<file path="config.mk">
export PLATFORM = sky130hd
export DESIGN_NAME = asr_receiver
export DESIGN_NICKNAME = d
export VERILOG_FILES = /design/src/design/asr_pkg.sv /design/src/design/asr_pin_sync.sv /design/src/design/asr_receiver.sv
export VERILOG_INCLUDE_DIRS = /design/src /design/src/design
export SDC_FILE = /design/constraint.sdc
export NUM_CORES = 1
export LEC_CHECK = 0
export ABC_AREA = 1
export BUFFER_PORTS_ARGS = -buffer_cell sky130_fd_sc_hd__buf_2
export CAP_MARGIN = 40
export CORE_MARGIN = 5
export CORE_UTILIZATION = 43
export DETAILED_ROUTE_END_ITERATION = 10
export PLACE_DENSITY = 0.61
export REMOVE_ABC_BUFFERS = 1
export SYNTH_ARGS = -nofsm -noshare
export SYNTH_HDL_FRONTEND = slang
export SYNTH_HIERARCHICAL = 1
export SYNTH_SLANG_ARGS = --single-unit
</file>
<file path="constraint.sdc">
create_clock -name i_clk_sys -period 3.4 [get_ports i_clk_sys]
set_input_delay 0.51 -clock i_clk_sys [delete_from_list [all_inputs] [get_ports i_clk_sys]]
set_output_delay 0.51 -clock i_clk_sys [all_outputs]
set_load 0.02 [all_outputs]
</file>
<file path="src/design/asr_params.svh">
// Purpose: offsets, field positions, reset values and timing for the serial receiver
// Assumes: wishbone byte address = 4 x register index, 8-bit data in low lane except the 16-bit baud register
// Notes: register index constants carry the printed or chosen offset
// Operation
// The receiver realigns its sample phase on each valid falling edge inside a character.
// Every bit lasts 16 sample ticks and the stop bit follows all earlier bits.
// The stop bit is decided by a vote of the samples at ticks eight, nine and ten.
// The length bit selects nine data bits when set and eight when clear.
// The wake select bit wakes on a set character msb when set, on an idle line when clear.
// The idle type bit starts the idle count after the stop bit when set, else after start.
// Parity enable puts a parity bit in the character msb; reset clears the enable.
// Parity sense selects odd parity when set and even when clear; reset clears it.
// A break character sets the break flag, the framing error flag and the full flag.
// In nine-bit mode a break clears the stored ninth received bit.
// The break flag raises no interrupt and clears by a status two read then a data read.
// Once cleared, the break flag sets again only after ones then another break.
// The receive active flag sets on a zero seen at the first tick of start search.
// The receive active flag clears on a false start bit or an idle character.
// Writes to status two change neither flag.
`ifndef ASR_PARAMS_SVH
`define ASR_PARAMS_SVH

// register indices
`define ASR_IDX_CTRL 6'h13
`define ASR_IDX_STAT1 6'h16
`define ASR_IDX_STAT2 6'h17
`define ASR_IDX_DATA 6'h18
`define ASR_IDX_BAUD 6'h19
`define ASR_IDX_IRQ_ST 6'h1A
`define ASR_IDX_IRQ_CLR 6'h1B
`define ASR_IDX_IRQ_EN 6'h1C

// control fields
`define ASR_CTL_CHAR9 0
`define ASR_CTL_WAKE 1
`define ASR_CTL_IDLE_COUNT_START_SELECT 2
`define ASR_CTL_PEN 3
`define ASR_CTL_PTY 4
`define ASR_CTL_RWU 5
`define ASR_CTL_NINTH 7

// status one fields
`define ASR_S1_FULL 0
`define ASR_S1_IDLE 1
`define ASR_S1_FE 2
`define ASR_S1_PE 3
`define ASR_S1_OR 4

// status two fields
`define ASR_S2_ACTIVE 0
`define ASR_S2_BREAK 1

// interrupt fields
`define ASR_IRQ_FULL 0
`define ASR_IRQ_IDLE 1
`define ASR_IRQ_ERR 2

// reset values and timing
`define ASR_CTRL_RST 8'h00
`define ASR_BAUD_RST 16'h00A2
`define ASR_TICKS_PER_BIT 16
`define ASR_SAMPLE_A 4'h7
`define ASR_SAMPLE_C 4'h9
`define ASR_BIT_LAST 4'hF
`define ASR_RESYNC_LAST 4'h6

`endif

</file>
<file path="src/design/asr_pkg.sv">
// Purpose: types shared by the serial receiver
// Assumes: nothing
// Notes: receiver state order is free
package asr_pkg;
   typedef enum logic [1:0] {
      ST_HUNT,
      ST_START,
      ST_DATA,
      ST_STOP
   } asr_state_t;
endpackage : asr_pkg

</file>
<file path="src/design/asr_pin_sync.sv">
// Purpose: three-stage input synchroniser with agreement filter
// Assumes: pin idles high
// Notes: output changes only when stages two and three agree
module asr_pin_sync (
   // clock and reset
   input wire logic i_clk_sys,
   input wire logic i_rst_b,
   input wire logic i_ce,
   // pin
   input wire logic i_pin,
   output logic o_level
);
   logic s1_q, s2_q, s3_q, lvl_q;
   logic lvl_d;

   always_comb begin
      lvl_d = lvl_q;
      if (s2_q == s3_q) begin
         lvl_d = s3_q;
      end
   end

   always_ff @(posedge i_clk_sys or negedge i_rst_b) begin
      if (!i_rst_b) begin
         s1_q <= 1'b1;
         s2_q <= 1'b1;
         s3_q <= 1'b1;
         lvl_q <= 1'b1;
      end else if (i_ce) begin
         s1_q <= i_pin;
         s2_q <= s1_q;
         s3_q <= s2_q;
         lvl_q <= lvl_d;
      end
   end

   assign o_level = lvl_q;
endmodule : asr_pin_sync

</file>
<file path="src/design/asr_receiver.sv">
// Purpose: asynchronous serial receiver with break and activity flags
// Assumes: classic wishbone slave, 32-bit data, registers in low byte, baud register in low two bytes
// Notes: sample clock is the bus clock divided by the baud register value plus one
//
// The Wishbone interface to the registers was left to the implementer.
`include "asr_params.svh"

module asr_receiver
   import asr_pkg::*;
#(
   parameter logic [15:0] BAUD_RST = `ASR_BAUD_RST
) (
   // clock and reset
   input wire logic i_clk_sys,
   input wire logic i_rst_b,
   input wire logic i_ce,
   // wishbone slave
   input wire logic i_wb_cyc,
   input wire logic i_wb_stb,
   input wire logic i_wb_we,
   input wire logic [7:0] i_wb_adr,
   input wire logic [3:0] i_wb_sel,
   input wire logic [31:0] i_wb_dat,
   output logic [31:0] o_wb_dat,
   output logic o_wb_ack,
   // serial line and interrupt
   input wire logic i_receive_pin,
   output logic o_irq
);
   logic rx;

   asr_pin_sync u_sync (
      .i_clk_sys(i_clk_sys),
      .i_rst_b(i_rst_b),
      .i_ce(i_ce),
      .i_pin(i_receive_pin),
      .o_level(rx)
   );

   // state
   asr_state_t st_q, st_d;
   logic [15:0] div_q, div_d, baud_q, baud_d;
   logic [3:0] rt_q, rt_d, bit_q, bit_d, ones_q, ones_d;
   logic [1:0] vote_q, vote_d;
   logic [8:0] sh_q, sh_d;
   logic allz_q, allz_d, rxp_q, rxp_d;
   logic [6:0] ctl_q, ctl_d;
   logic ninth_q, ninth_d;
   logic [7:0] data_q, data_d;
   logic full_q, full_d, idle_q, idle_d, fe_q, fe_d, pe_q, pe_d, or_q, or_d;
   logic bkf_q, bkf_d, rpf_q, rpf_d, brk_arm_q, brk_arm_d, idl_arm_q, idl_arm_d;
   logic [4:0] s1_seen_q, s1_seen_d;
   logic bk_seen_q, bk_seen_d;
   logic [2:0] ist_q, ist_d, ien_q, ien_d;
   logic ack_q, ack_d, irq_q, irq_d;
   logic [31:0] rdat_q, rdat_d;

   // combinational helpers
   logic tick, take, rd, wr, bit_val, edge_fall, char9, stop_ok, is_brk, deliver, msb;
   logic [3:0] nb, frame;
   logic [8:0] chr;
   logic [5:0] idx;
   logic [2:0] ev;
   logic [4:0] s1_now;
   logic [7:0] rsel;

   always_comb begin
      st_d = st_q;
      div_d = div_q;
      baud_d = baud_q;
      rt_d = rt_q;
      bit_d = bit_q;
      ones_d = ones_q;
      vote_d = vote_q;
      sh_d = sh_q;
      allz_d = allz_q;
      rxp_d = rxp_q;
      ctl_d = ctl_q;
      ninth_d = ninth_q;
      data_d = data_q;
      full_d = full_q;
      idle_d = idle_q;
      fe_d = fe_q;
      pe_d = pe_q;
      or_d = or_q;
      bkf_d = bkf_q;
      rpf_d = rpf_q;
      brk_arm_d = brk_arm_q;
      idl_arm_d = idl_arm_q;
      s1_seen_d = s1_seen_q;
      bk_seen_d = bk_seen_q;
      ien_d = ien_q;
      rdat_d = rdat_q;
      ev = 3'h0;
      chr = 9'h000;
      stop_ok = 1'b0;
      is_brk = 1'b0;
      deliver = 1'b0;
      msb = 1'b0;
      rsel = 8'h00;

      char9 = ctl_q[`ASR_CTL_CHAR9];
      nb = char9 ? 4'h9 : 4'h8;
      frame = nb + 4'h2;
      idx = i_wb_adr[7:2];
      take = i_wb_cyc && i_wb_stb && !ack_q;
      rd = take && !i_wb_we;
      wr = take && i_wb_we && i_wb_sel[0];
      ack_d = take;

      // sample clock divider
      tick = (div_q == 16'h0000);
      div_d = tick ? baud_q : div_q - 16'h0001;
      bit_val = vote_q[1];
      edge_fall = rxp_q && !rx;

      if (tick) begin
         rxp_d = rx;
         if (rx && !bkf_q) begin
            brk_arm_d = 1'b1;
         end
         if (rt_q >= `ASR_SAMPLE_A && rt_q <= `ASR_SAMPLE_C) begin
            vote_d = vote_q + {1'b0, rx};
         end
         rt_d = rt_q + 4'h1;
         case (st_q)
            ST_HUNT: begin
               if (!rx) begin
                  st_d = ST_START;
                  rpf_d = 1'b1;
                  rt_d = 4'h1;
                  vote_d = 2'h0;
                  idl_arm_d = 1'b1;
               end else if (rt_q == `ASR_BIT_LAST && ones_q != 4'hF) begin
                  ones_d = ones_q + 4'h1;
               end
            end
            ST_START: begin
               if (rt_q == `ASR_BIT_LAST) begin
                  vote_d = 2'h0;
                  if (bit_val) begin
                     st_d = ST_HUNT;
                     rpf_d = 1'b0;
                     ones_d = 4'h0;
                  end else begin
                     st_d = ST_DATA;
                     bit_d = 4'h0;
                     allz_d = 1'b1;
                     ones_d = 4'h0;
                  end
               end
            end
            ST_DATA, ST_STOP: begin
               if (edge_fall && rt_q != 4'h0 && rt_q <= `ASR_RESYNC_LAST) begin
                  rt_d = 4'h1;
                  vote_d = 2'h0;
               end else if (rt_q == `ASR_BIT_LAST) begin
                  vote_d = 2'h0;
                  if (!ctl_q[`ASR_CTL_IDLE_COUNT_START_SELECT]) begin
                     ones_d = bit_val ? ones_q + 4'h1 : 4'h0;
                  end
                  if (st_q == ST_DATA) begin
                     sh_d = {bit_val, sh_q[8:1]};
                     allz_d = allz_q && !bit_val;
                     bit_d = bit_q + 4'h1;
                     if (bit_q == nb - 4'h1) begin
                        st_d = ST_STOP;
                     end
                  end else begin
                     st_d = ST_HUNT;
                     stop_ok = bit_val;
                     chr = char9 ? sh_q : {1'b0, sh_q[8:1]};
                     msb = char9 ? chr[8] : chr[7];
                     is_brk = allz_q && !stop_ok;
                     if (ctl_q[`ASR_CTL_IDLE_COUNT_START_SELECT]) begin
                        ones_d = 4'h0;
                     end
                     if (ctl_q[`ASR_CTL_RWU] && ctl_q[`ASR_CTL_WAKE] && msb) begin
                        ctl_d[`ASR_CTL_RWU] = 1'b0;
                     end
                     deliver = !ctl_q[`ASR_CTL_RWU] || (ctl_q[`ASR_CTL_WAKE] && msb);
                     if (is_brk) begin
                        full_d = 1'b1;
                        fe_d = 1'b1;
                        data_d = 8'h00;
                        if (char9) begin
                           ninth_d = 1'b0;
                        end
                        if (brk_arm_q) begin
                           bkf_d = 1'b1;
                           brk_arm_d = 1'b0;
                        end
                        ev = 3'h5;
                     end else if (deliver) begin
                        if (full_q) begin
                           or_d = 1'b1;
                           ev[`ASR_IRQ_ERR] = 1'b1;
                        end else begin
                           data_d = chr[7:0];
                           ninth_d = char9 ? chr[8] : ninth_q;
                           full_d = 1'b1;
                           fe_d = !stop_ok;
                           // msb is parity, odd sense wants odd ones
                           pe_d = ctl_q[`ASR_CTL_PEN] &&
                                  ((^chr) != ctl_q[`ASR_CTL_PTY]);
                           ev[`ASR_IRQ_FULL] = 1'b1;
                           ev[`ASR_IRQ_ERR] = !stop_ok || pe_d;
                        end
                     end
                  end
               end
            end
            default: st_d = ST_HUNT;
         endcase
         if (st_q == ST_HUNT && rx && ones_q >= frame && idl_arm_q) begin
            idle_d = 1'b1;
            idl_arm_d = 1'b0;
            rpf_d = 1'b0;
            ev[`ASR_IRQ_IDLE] = 1'b1;
            if (!ctl_q[`ASR_CTL_WAKE]) begin
               ctl_d[`ASR_CTL_RWU] = 1'b0;
            end
         end
      end

      // register reads and their side effects
      s1_now = {or_q, pe_q, fe_q, idle_q, full_q};
      case (idx)
         `ASR_IDX_CTRL: rsel = {ninth_q, ctl_q};
         `ASR_IDX_STAT1: rsel = {3'h0, s1_now};
         `ASR_IDX_STAT2: rsel = {6'h00, bkf_q, rpf_q};
         `ASR_IDX_DATA: rsel = data_q;
         `ASR_IDX_BAUD: rsel = baud_q[7:0];
         `ASR_IDX_IRQ_ST: rsel = {5'h00, ist_q};
         `ASR_IDX_IRQ_EN: rsel = {5'h00, ien_q};
         default: rsel = 8'h00;
      endcase
      if (rd) begin
         rdat_d = (idx == `ASR_IDX_BAUD) ? {16'h0000, baud_q} : {24'h000000, rsel};
         if (idx == `ASR_IDX_STAT1) begin
            s1_seen_d = s1_now;
         end
         if (idx == `ASR_IDX_STAT2 && bkf_q) begin
            bk_seen_d = 1'b1;
         end
         if (idx == `ASR_IDX_DATA) begin
            // flags seen earlier clear, a new event this cycle wins
            full_d = full_d && !(s1_seen_q[`ASR_S1_FULL] && full_q && !ev[0]);
            idle_d = idle_d && !(s1_seen_q[`ASR_S1_IDLE] && !ev[1]);
            fe_d = fe_d && !(s1_seen_q[`ASR_S1_FE] && !ev[2]);
            pe_d = pe_d && !(s1_seen_q[`ASR_S1_PE] && !ev[2]);
            or_d = or_d && !(s1_seen_q[`ASR_S1_OR] && !ev[2]);
            s1_seen_d = 5'h00;
            if (bk_seen_q && !(bkf_d && !bkf_q)) begin
               bkf_d = 1'b0;
            end
            bk_seen_d = 1'b0;
         end
      end

      // register writes; status two is read-only
      if (wr) begin
         case (idx)
            `ASR_IDX_CTRL: ctl_d = i_wb_dat[6:0];
            `ASR_IDX_BAUD: baud_d = {i_wb_sel[1] ? i_wb_dat[15:8] : baud_q[15:8],
                                     i_wb_dat[7:0]};
            `ASR_IDX_IRQ_EN: ien_d = i_wb_dat[2:0];
            default: ;
         endcase
      end

      // sticky events: set wins over clear; break raises full and error
      ist_d = ist_q | ev;
      if (wr && idx == `ASR_IDX_IRQ_CLR) begin
         ist_d = (ist_q & ~i_wb_dat[2:0]) | ev;
      end
      irq_d = |(ist_d & ien_d);
   end

   always_ff @(posedge i_clk_sys or negedge i_rst_b) begin
      if (!i_rst_b) begin
         st_q <= ST_HUNT;
         div_q <= 16'h0000;
         baud_q <= BAUD_RST;
         rt_q <= 4'h0;
         bit_q <= 4'h0;
         ones_q <= 4'h0;
         vote_q <= 2'h0;
         sh_q <= 9'h000;
         allz_q <= 1'b0;
         rxp_q <= 1'b1;
         ctl_q <= 7'(`ASR_CTRL_RST);
         ninth_q <= 1'b0;
         data_q <= 8'h00;
         full_q <= 1'b0;
         idle_q <= 1'b0;
         fe_q <= 1'b0;
         pe_q <= 1'b0;
         or_q <= 1'b0;
         bkf_q <= 1'b0;
         rpf_q <= 1'b0;
         brk_arm_q <= 1'b1;
         idl_arm_q <= 1'b0;
         s1_seen_q <= 5'h00;
         bk_seen_q <= 1'b0;
         ist_q <= 3'h0;
         ien_q <= 3'h0;
         ack_q <= 1'b0;
         irq_q <= 1'b0;
         rdat_q <= 32'h00000000;
      end else if (i_ce) begin
         st_q <= st_d;
         div_q <= div_d;
         baud_q <= baud_d;
         rt_q <= rt_d;
         bit_q <= bit_d;
         ones_q <= ones_d;
         vote_q <= vote_d;
         sh_q <= sh_d;
         allz_q <= allz_d;
         rxp_q <= rxp_d;
         ctl_q <= ctl_d;
         ninth_q <= ninth_d;
         data_q <= data_d;
         full_q <= full_d;
         idle_q <= idle_d;
         fe_q <= fe_d;
         pe_q <= pe_d;
         or_q <= or_d;
         bkf_q <= bkf_d;
         rpf_q <= rpf_d;
         brk_arm_q <= brk_arm_d;
         idl_arm_q <= idl_arm_d;
         s1_seen_q <= s1_seen_d;
         bk_seen_q <= bk_seen_d;
         ist_q <= ist_d;
         ien_q <= ien_d;
         ack_q <= ack_d;
         irq_q <= irq_d;
         rdat_q <= rdat_d;
      end
   end

   assign o_wb_ack = ack_q;
   assign o_wb_dat = rdat_q;
   assign o_irq = irq_q;
endmodule : asr_receiver

</file>
==> results of run 1 <==
## placed cells by master (no fill, tap or decap), types with 9 or more instances in the layout
cell,netlist,layout
nand4_1,12,12
dfrtp_1,109,109
nor3_1,9,9
nor2_1,59,59
a31oi_1,11,11
a21oi_1,43,43
dfstp_2,9,9
nand3_1,26,26
ha_1,14,14
conb_1,1,16
o21ai_0,88,88
buf_4,16,11
inv_1,95,95
nand2_1,202,202
clkbuf_16,0,17
buf_2,8,47
## kinds of logic after synthesis
kind of cell,count (synthesis),synth area share [%]
simple gates,337,22.7
compound gates,196,17.2
buf+inv,144,9.60
flops,118,44.9
fa+ha+maj,14,2.65
xor+xnor,9,1.19
mux,8,1.69
other cells,1,0.0568
## path summary, 6_finish.rpt
kind	cells after the start	to	slack, ns	start
min in group i_clk_sys	2	baud_q[12]	0.31	i_wb_dat[12]
worst max-delay path	8	data_q[4]	0.73	div_q[0]
worst min register to register	1	bkf_q	0.47	bk_seen_q
worst min-delay path	1	baud_q[2]	0.17	i_rst_b
worst max register to register	8	data_q[4]	0.73	div_q[0]
max in group asynchronous	2	baud_q[7]	2.37	i_rst_b
## per-layer routing
metal | up-vias | global-route usage, % | share of wire (%)
li1 | 2835 | - | -
met4 | 0 | 4.63 | 0.74
met3 | 12 | 5.14 | 4.1
met2 | 113 | 32.1 | 49
met1 | 2638 | 25.5 | 47
met5 | - | 0 | 0
## sequential cells by signal (all words and copies together) (netlist names), 2 cells and up, named ones only
signal     cells
rt_q           4
data_q         8
baud_q        16
o_wb_dat      16
s1_seen_q      5
ist_q          3
sh_q           9
div_q         16
bit_q          4
ones_q         4
ctl_q          7
ien_q          3
vote_q         2
## Yosys cell counts (6+ instances only)
master	n
a21oi_1	43
a22o_1	6
a31oi_1	11
buf_2	8
buf_4	16
clkbuf_1	10
dfrtp_1	109
dfstp_2	9
ha_1	14
inv_1	95
mux2_4	6
nand2_1	202
nand3_1	26
nand4_1	12
nor2_1	59
nor2_2	8
nor3_1	9
o211ai_1	7
o21ai_0	88
o31ai_1	8
xor2_1	7
## layout make-up
class	instances	area (sq um)
Multi-Input combinational cell	580	3070
Clock inverter	13	98.8
Clock buffer	19	443
Inverter	105	394
Fill cell	1489	7610
Tap cell	188	235
Sequential cell	118	2960
Timing Repair Buffer	59	338
## stage by stage
step / hold slack [ns] / setup WS [ns] / cell area [sq um] / util (%)
4_1_cts: 0.182 / 0.713 / 7540 / 49.8
5_1_grt: 0.222 / 0.478 / 7540 / 49.8
2_1_floorplan: 0.214 / 1.09 / 6420 / -
3_3_place_gp: 0.460 / 0.764 / 7000 / 46.2
6_report: 0.171 / 0.735 / 7540 / 49.8
3_5_place_dp: 0.462 / 0.732 / 7000 / 46.2
## power breakdown
group          total [mW]  internal (mW)  switching [mW]  leakage [nW]
Clock                1.64          0.954           0.684         0.260
Combinational       0.404          0.145           0.259          1.90
Sequential           1.58           1.50          0.0840          1.49
Total                3.62           2.59            1.03          3.65
==> reports/qor.csv, run 1 <==
metric,value,unit
status,"complete, no violations",
grt_first_pass_wirelength,27500,um
netlist_top_cells_area,"dfrtp_1, nand2_1, o21ai_0, inv_1, dfstp_2",
fin_nets,946,
crit_arrival,2.98,ns
num_vias,5598,
instances_no_fill,1082,
synth_cell_types,55,
netlist_area,0.00661,sq mm
synth_ff_type,dfrtp_1,
grt_pass1_vias,5350,
start_util,43.6,%
root_buffer,clkbuf_16,
post_drt_wl_per_cell,15.5,um
p_per_area,480,mW/mm^2
placed_cells,1050,
async_flop_share,100,%
syn_area_per_cell,7.99,sq um
synth.largest_area_cell,dfrtp_1,
wirelength,16800,um
fmax,375,MHz
synth.top_cell.area_share,41.3,%
worstPathRequired,3.71,ns
diodes,0,
rsz0062_at_grt,false,
maxCapViolations,0,
critPathMaxStageDelay,0.56,ns
grt_max_degree,59,
overflow,0,
grtUsageTotal,19.4,%
syn_to_final_growth,14.1,%
io_buffers,48,
cts_tree,done,
finalCritPeriodShare,78.4,%
cts_hold_buf,0,
drt_iter0_markers,294,
core,0.0151,sq mm
dr.pass1.iters,7,
hold_class,input pin to async pin,
die_w,134,um
finalCriticalPeriod,2.67,ns
cts_made_buffers,17,
finClkSkew,0.0130,ns
yosysSeqAreaShare,44.9,%
crit_buf_inv,1,
cts.sinks,118,
crit_chain,inv_1 -> ha_1 -> nand2_1 -> nor2_2 -> nand2_2 -> nor2_4 -> nand4_1 -> o31ai_1,
gp_congestion,0.851,
hold_viol,0,
synthCells,827,
rows,45,
leakage,3.65,nW
cts.path.max_buffers,2,
clock_latency,0.43,ns
path_clk_slew,0.06,ns
cts_setup_buffers,0,
cts-htree-levels,4,
vias_per_cell,5.17,
synth-edff-count,0,
critPathCaptureType,register,
ys.warnings.count,6,
hpwl,12500,um
ys_ff_latch,118,
dieHeight,134,um
die-area,0.0179,sq mm
ios,85,
ant_nets,0,
power,3.62,mW
worstSetupPathType,register to register,
max_slew_margin,47.7,%
cp_top_family,simple AND/OR/NAND/NOR gates,
tightest_slew,0.784,ns
setup_viol,0,
cts_resized,0,
slowest_stage,nand4_1,
drv_slew,0,
drive_gt1_share,15.5,%
peakVddDrop,0.000353,V
tns,0,ns
setup.worst_path.start_class,register,
antenna_found_initial,0,
path_max_fanout,14,
drc_errors,0,
Power figures use the tool's default switching activity.
==> inputs of run 2 (changes only) <==
==> constraint.sdc (replaced) <==
create_clock -name i_clk_sys -period 2.6 [get_ports i_clk_sys]
set_input_delay 0.39 -clock i_clk_sys [delete_from_list [all_inputs] [get_ports i_clk_sys]]
set_output_delay 0.39 -clock i_clk_sys [all_outputs]
set_load 0.02 [all_outputs]
==> reports/qor.csv, run 2 (synthesis gave the netlist of run 1 again) <==
metric,value,unit,change
status,"complete, no violations",,
rsz0062_at_grt,false,,
cts.sinks,118,,unchanged
root_buffer,clkbuf_16,,
peakVddDrop,0.000457,V,+29%
p_per_area,650,mW/mm^2,+35%
wirelength,17000,um,+1.1%
cp_top_family,compound AO/OA/AOI/OAI gates,,
start_util,43.6,%,unchanged
switchingPower,1.32,mW,+29%
overflow,0,,unchanged
setup_viol,0,,unchanged
cts_made_buffers,17,,unchanged
clock_latency,0.42,ns,about the same
fin_nets,957,,+1.2%
critPathCaptureType,register,,
hold_class,input pin to register,,
maxCapViolations,0,,unchanged
syn_to_final_growth,16.7,%,
cts_tree,done,,
critPathMaxStageDelay,0.43,ns,-0.13 ns
core,0.0151,sq mm,unchanged
ant_nets,0,,unchanged
crit_chain,inv_1 -> ha_1 -> nand2_1 -> inv_1 -> nand3_1 -> a21oi_1 -> inv_1 -> nor2_1 -> inv_1 -> a21oi_1 -> a21oi_1 -> a21oi_2,,
pwr-share-seq,41.3,%,-2.3 points
fmax,432,MHz,+15%
hpwl,12700,um,+1.8%
gp_congestion,0.850,,-0.13%
whs,0.181,ns,+0.0105 ns
setup.worst_path.start_class,register,,
dieHeight,134,um,unchanged
rows,45,,unchanged
antenna_found_initial,0,,unchanged
die_w,134,um,unchanged
drv_slew,0,,unchanged
diodes,0,,unchanged
p_clk_share,47.8,%,+2.6 points
grt_first_pass_wirelength,27700,um,+0.68%
p_sw_share,26.4,%,-2.0 points
final_design_area_no_fill,0.00771,sq mm,+2.3%
path_max_fanout,8,,-6
worstPathRequired,2.95,ns,-0.76 ns
drive_gt1_share,16.5,%,+0.92 points
leakage,3.73,nW,+2.3%
slowest_stage,dfrtp_1,,
die-area,0.0179,sq mm,unchanged
finClkSkew,0.00856,ns,-0.00449 ns
nFillCells,1469,,-1.3%
crit_buf_inv,4,,+3
grtUsageTotal,19.5,%,+0.078 points
postPlaceCellArea,0.00710,sq mm,+1.4%
multi_input_area,0.00307,sq mm,about the same
dr.pass1.iters,5,,-2
crit_arrival,2.66,ns,-0.32 ns
vias_per_cell,5.24,,+1.4%
tns,0,ns,unchanged
max_slew_margin,50.1,%,+2.4 points
io_buffers,48,,unchanged
drt_iter0_markers,291,,-1.0%
cpMostUsedCell,inv_1,,
cts-htree-levels,4,,unchanged
p_int,3.69,mW,+42%
final_common_cell,nand2_1,,
final_cell_mix,"nand2_1, dfrtp_1, inv_1",,
hold_viol,0,,unchanged
grt_max_degree,42,,-29%
worstSetupPathType,register to register,,
grt_pass1_vias,5472,,+2.3%
num_vias,5732,,+2.4%
pwr-share-comb,10.9,%,-0.2 points
cts_setup_buffers,0,,unchanged
path_clk_slew,0.06,ns,about the same
drc_errors,0,,unchanged
placed_cells,1060,,+0.95%
finalCritPeriodShare,89.0,%,+11 points
post_drt_wl_per_cell,15.5,um,about the same
tightest_slew,0.729,ns,-0.0553 ns
ios,85,,unchanged
cts.path.max_buffers,2,,unchanged
finalCriticalPeriod,2.31,ns,-0.352 ns
instances_no_fill,1093,,+1.0%
seq_area,0.00297,sq mm,about the same
power,5.01,mW,+38%
==> run 2: changes by cell type in the layout (fill, tap and decap cells not counted), sizes merged <==
| cell | previous run | this run |
|---|---|---|
| buf | 59 | 69 |
| bufinv | 0 | 3 |
| clkbuf | 19 | 21 |
| clkinv | 12 | 9 |
| dlygate4sd3 | 0 | 1 |
| inv | 103 | 101 |
==> run 2: layout make-up <==
cell class	count	share of cell area, %
Clock buffer	21	5.84
Tap cell	188	3.05
Timing Repair Buffer	70	5.81
Clock inverter	11	1.93
Multi-Input combinational cell	580	39.8
Sequential cell	118	38.5
Inverter	105	5.11
==> run 2: routing by layer <==
layer	part of all wire [%]	GRT usage [%]	routed length [um]
met5	0	0	0
met4	1.6	5.66	271
met3	5.1	4.91	865
met2	48	31.9	8140
met1	45	25.6	7720
==> run 2: final timing paths <==
| path | start | endpoint | slack, ns | cells past startpoint |
|---|---|---|---|---|
| max reg2reg | st_q[0] | o_irq | 0.29 | 12 |
| max in group asynchronous | i_rst_b | rxp_q | 1.45 | 3 |
| min | i_receive_pin | u_sync/s1_q | 0.18 | 3 |
| max | st_q[0] | o_irq | 0.29 | 12 |
| min in group asynchronous | i_rst_b | ist_q[1] | 0.51 | 2 |
| min reg2reg | bk_seen_q | bkf_q | 0.47 | 1 |
==> run 2: worst min-delay path: cells and delay by family <==
family / cells / cell delay (ns)
AO/OA/AOI/OAI: 1 / 0.06
buffers and inverters: 1 / 0.08
AND/OR/NAND/NOR: 1 / 0.04
==> run 2: power by group through the flow <==
stage          clock network (mW)  logic, mW  registers, mW
2_1_floorplan                   0      0.346           2.08
3_5_place_dp                    0      0.543           2.09
5_1_grt                      2.53      0.626           2.08
4_1_cts                      2.43      0.547           2.07
6_report                     2.40      0.544           2.07
3_3_place_gp                    0      0.529           2.09
==> run 2: repair_timing <==
item | CTS | global route
endpoints found under the setup margin | 0 | 3
hold buffers | 1 | 0
gates resized for setup | 0 | 2
endpoints found under the hold margin | 17 | 0
==> run 2: per-stage QoR <==
stage | worst slack (ns) | utilization, %
2_1_floorplan | 0.286 | -
3_3_place_gp | 0.301 | 46.9
3_5_place_dp | 0.252 | 46.9
4_1_cts | 0.233 | 50.9
5_1_grt | 0.0505 | 50.9
6_report | 0.287 | 50.9
==> inputs of run 3 (changes only) <==
--- a/config.mk
+++ b/config.mk
@@ -6,7 +6,6 @@
 export SDC_FILE = /design/constraint.sdc
 export NUM_CORES = 1
 export LEC_CHECK = 0
-export ABC_AREA = 1
 export BUFFER_PORTS_ARGS = -buffer_cell sky130_fd_sc_hd__buf_2
 export CAP_MARGIN = 40
 export CORE_MARGIN = 5
@@ -14,7 +13,7 @@
 export DETAILED_ROUTE_END_ITERATION = 10
 export PLACE_DENSITY = 0.61
 export REMOVE_ABC_BUFFERS = 1
+export SKIP_CTS_REPAIR_TIMING = 1
 export SYNTH_ARGS = -nofsm -noshare
 export SYNTH_HDL_FRONTEND = slang
-export SYNTH_HIERARCHICAL = 1
 export SYNTH_SLANG_ARGS = --single-unit
==> reports/qor.csv, run 3 <==
metric,value,unit,change
diodes,0,,unchanged
async_flop_share,100,%,unchanged
fmax,409,MHz,-5.4%
rsz0062_at_grt,false,,
final_common_cell,dfrtp_1,,
cts.path.max_buffers,2,,unchanged
p_per_area,719,mW/mm^2,+11%
rrSetupSlack,0.16,ns,-0.13 ns
grt_first_pass_wirelength,27800,um,+0.32%
ys_ff_latch,118,,unchanged
setup_viol,0,,unchanged
dieHeight,131,um,-1.9%
overflow,0,,unchanged
num_vias,5219,,-8.9%
synth_ff_type,dfrtp_1,,
worstSetupStartpoint,div_q[5],,
max_slew_margin,54.7,%,+4.6 points
synth.top_cells.by_count,"dfrtp_1, nand2_1, nor2_1",,
pwr-share-comb,13.8,%,+2.9 points
p_clk_share,45.0,%,-2.8 points
netlist_area,0.00634,sq mm,-4.0%
drive_gt1_share,22.5,%,+6.1 points
final_cell_mix,"dfrtp_1, nand2_1, nor2_1",,
drv_slew,0,,unchanged
fin_nets,798,,-17%
vias_per_cell,5.61,,+7.0%
grtUsageTotal,20.0,%,+0.54 points
status,"complete, no violations",,
ys.warnings.count,0,,-6
antenna_found_initial,0,,unchanged
postPlaceCellArea,0.00688,sq mm,-3.0%
finalCriticalPeriod,2.44,ns,+0.131 ns
p_sw_share,27.2,%,+0.84 points
syn_to_final_growth,18.3,%,
peakVddDrop,0.000452,V,-1.3%
switchingPower,1.47,mW,+11%
tightest_slew,0.672,ns,-0.0571 ns
layout_setup_ws,0.156,ns,-0.131 ns
syn_area_per_cell,9.54,sq um,+19%
cts.sinks,118,,unchanged
pre_cts_ws,0.185,ns,-0.0670 ns
drt_iter0_markers,414,,+42%
gp_congestion,0.923,,+8.7%
hp-start,i_wb_dat[6],,
synth.most_common_cell,dfrtp_1,,
yosysSeqAreaShare,46.7,%,+1.9 points
ant_nets,0,,unchanged
synthCells,665,,-20%
cts_made_buffers,17,,unchanged
cts_tree,done,,
tns,0,ns,unchanged
drc_errors,0,,unchanged
core,0.0145,sq mm,-4.4%
hpwl,12500,um,-1.8%
path_clk_slew,0.05,ns,about the same
path_max_fanout,7,,-1
critPathCaptureType,register,,
finalCritPeriodShare,94.0,%,+5.0 points
post_drt_wl_per_cell,18.4,um,+18%
r2r_start,div_q[5],,
die-area,0.0173,sq mm,-3.7%
grt_pass1_vias,5240,,-4.2%
synth_cell_types,65,,+18%
p_int,3.93,mW,+6.5%
setup.worst_path.start_class,register,,
hold_viol,0,,unchanged
maxCapViolations,0,,unchanged
synth.largest_area_cell,dfrtp_1,,
finClkSkew,0.0129,ns,+0.00429 ns
worstPathRequired,2.89,ns,-0.06 ns
grt_max_degree,48,,+14%
crit_arrival,2.73,ns,+0.07 ns
synth.top_cell.area_share,43.0,%,+1.7 points
die_w,131,um,-1.9%
io_buffers,48,,unchanged
wirelength,17100,um,+0.50%
cts-htree-levels,4,,unchanged
netlist_top_cells_area,"dfrtp_1, mux2_2, nand2_1, dfstp_2, nor2_1",,
pwr-share-seq,41.2,%,about the same
synth-edff-count,0,,unchanged
worstSetupPathType,register to register,,
start_util,43.8,%,+0.18 points
clock_latency,0.42,ns,about the same
final_design_area_no_fill,0.00750,sq mm,-2.7%
rows,44,,-2.2%
hold_class,input pin to register,,
leakage,3.45,nW,-7.6%
ios,85,,unchanged
dr.pass1.iters,5,,unchanged
root_buffer,clkbuf_16,,
## run 3: layout make-up
type                            instances  area, sq um
Fill cell                            1315         6970
Multi-Input combinational cell        495         3110
Sequential cell                       118         2960
Timing Repair Buffer                   80          510
Clock buffer                           22          454
Tap cell                              184          230
Clock inverter                         10          154
Inverter                               21         78.8
## run 3: path summary, 6_finish.rpt
check                                    end  cells after the start
worst min register to register  o_wb_dat[13]                      2
worst max register to register          fe_q                      6
max in group asynchronous          brk_arm_q                      3
worst min-delay path                ctl_q[6]                      3
min in group asynchronous            rt_q[1]                      2
worst max-delay path                    fe_q                      6
## run 3: per-layer routing
| metal | vias up | wire length [um] | part of all wire (%) | GRT usage [%] |
|---|---|---|---|---|
| met3 | 27 | 876 | 5.1 | 4.63 |
| met1 | 2533 | 7650 | 45 | 26.6 |
| li1 | 2480 | - | - | - |
| met4 | 0 | 450 | 2.6 | 7.60 |
| met5 | - | 0 | 0 | 0 |
| met2 | 179 | 8100 | 47 | 32.0 |
## run 3: critical path, stage by stage (launching register included)
cell     delay [ns]
dfrtp_1        0.45
or4_4          0.59
nor4_4         0.38
nand3_2        0.16
or4_1          0.52
a21oi_1        0.15
a31oi_1        0.05
## run 3: power groups by stage
stage                     clock network (mW)  registers, mW  logic [mW]
after detailed placement                   0           2.25       0.743
after global routing                    2.55           2.26       0.852
final                                   2.43           2.22       0.746
after global placement                     0           2.24       0.723
after CTS                               2.47           2.22       0.747
after floorplan                            0           2.23       0.454
## run 3: cells by family (layout without fill, tap and decap cells)
| family | Yosys count | count (layout) | synth area share, % |
|---|---|---|---|
| flip-flops | 118 | 118 | 46.7 |
| XOR/XNOR | 12 | 12 | 2.09 |
| multiplexers | 51 | 51 | 8.72 |
| buffers and inverters | 67 | 133 | 5.13 |
| adder cells (fa/ha/maj) | 14 | 14 | 2.76 |
| AO/OA/AOI/OAI | 154 | 154 | 15.2 |
| AND/OR/NAND/NOR | 248 | 248 | 19.4 |
| other | 1 | 16 | 0.0591 |
## run 3: stage by stage
| stage | cells | power [mW] | utilization, % | hold slack [ns] |
|---|---|---|---|---|
| 3_5_place_dp | 897 | 2.99 | 47.5 | 0.309 |
| 3_3_place_gp | 897 | 2.96 | 47.5 | 0.305 |
| 6_report | 930 | 5.40 | 51.8 | 0.188 |
| 2_1_floorplan | 634 | 2.68 | - | 0.0944 |
| 4_1_cts | 929 | 5.44 | 51.7 | -0.137 |
| 5_1_grt | 930 | 5.65 | 51.8 | 0.185 |
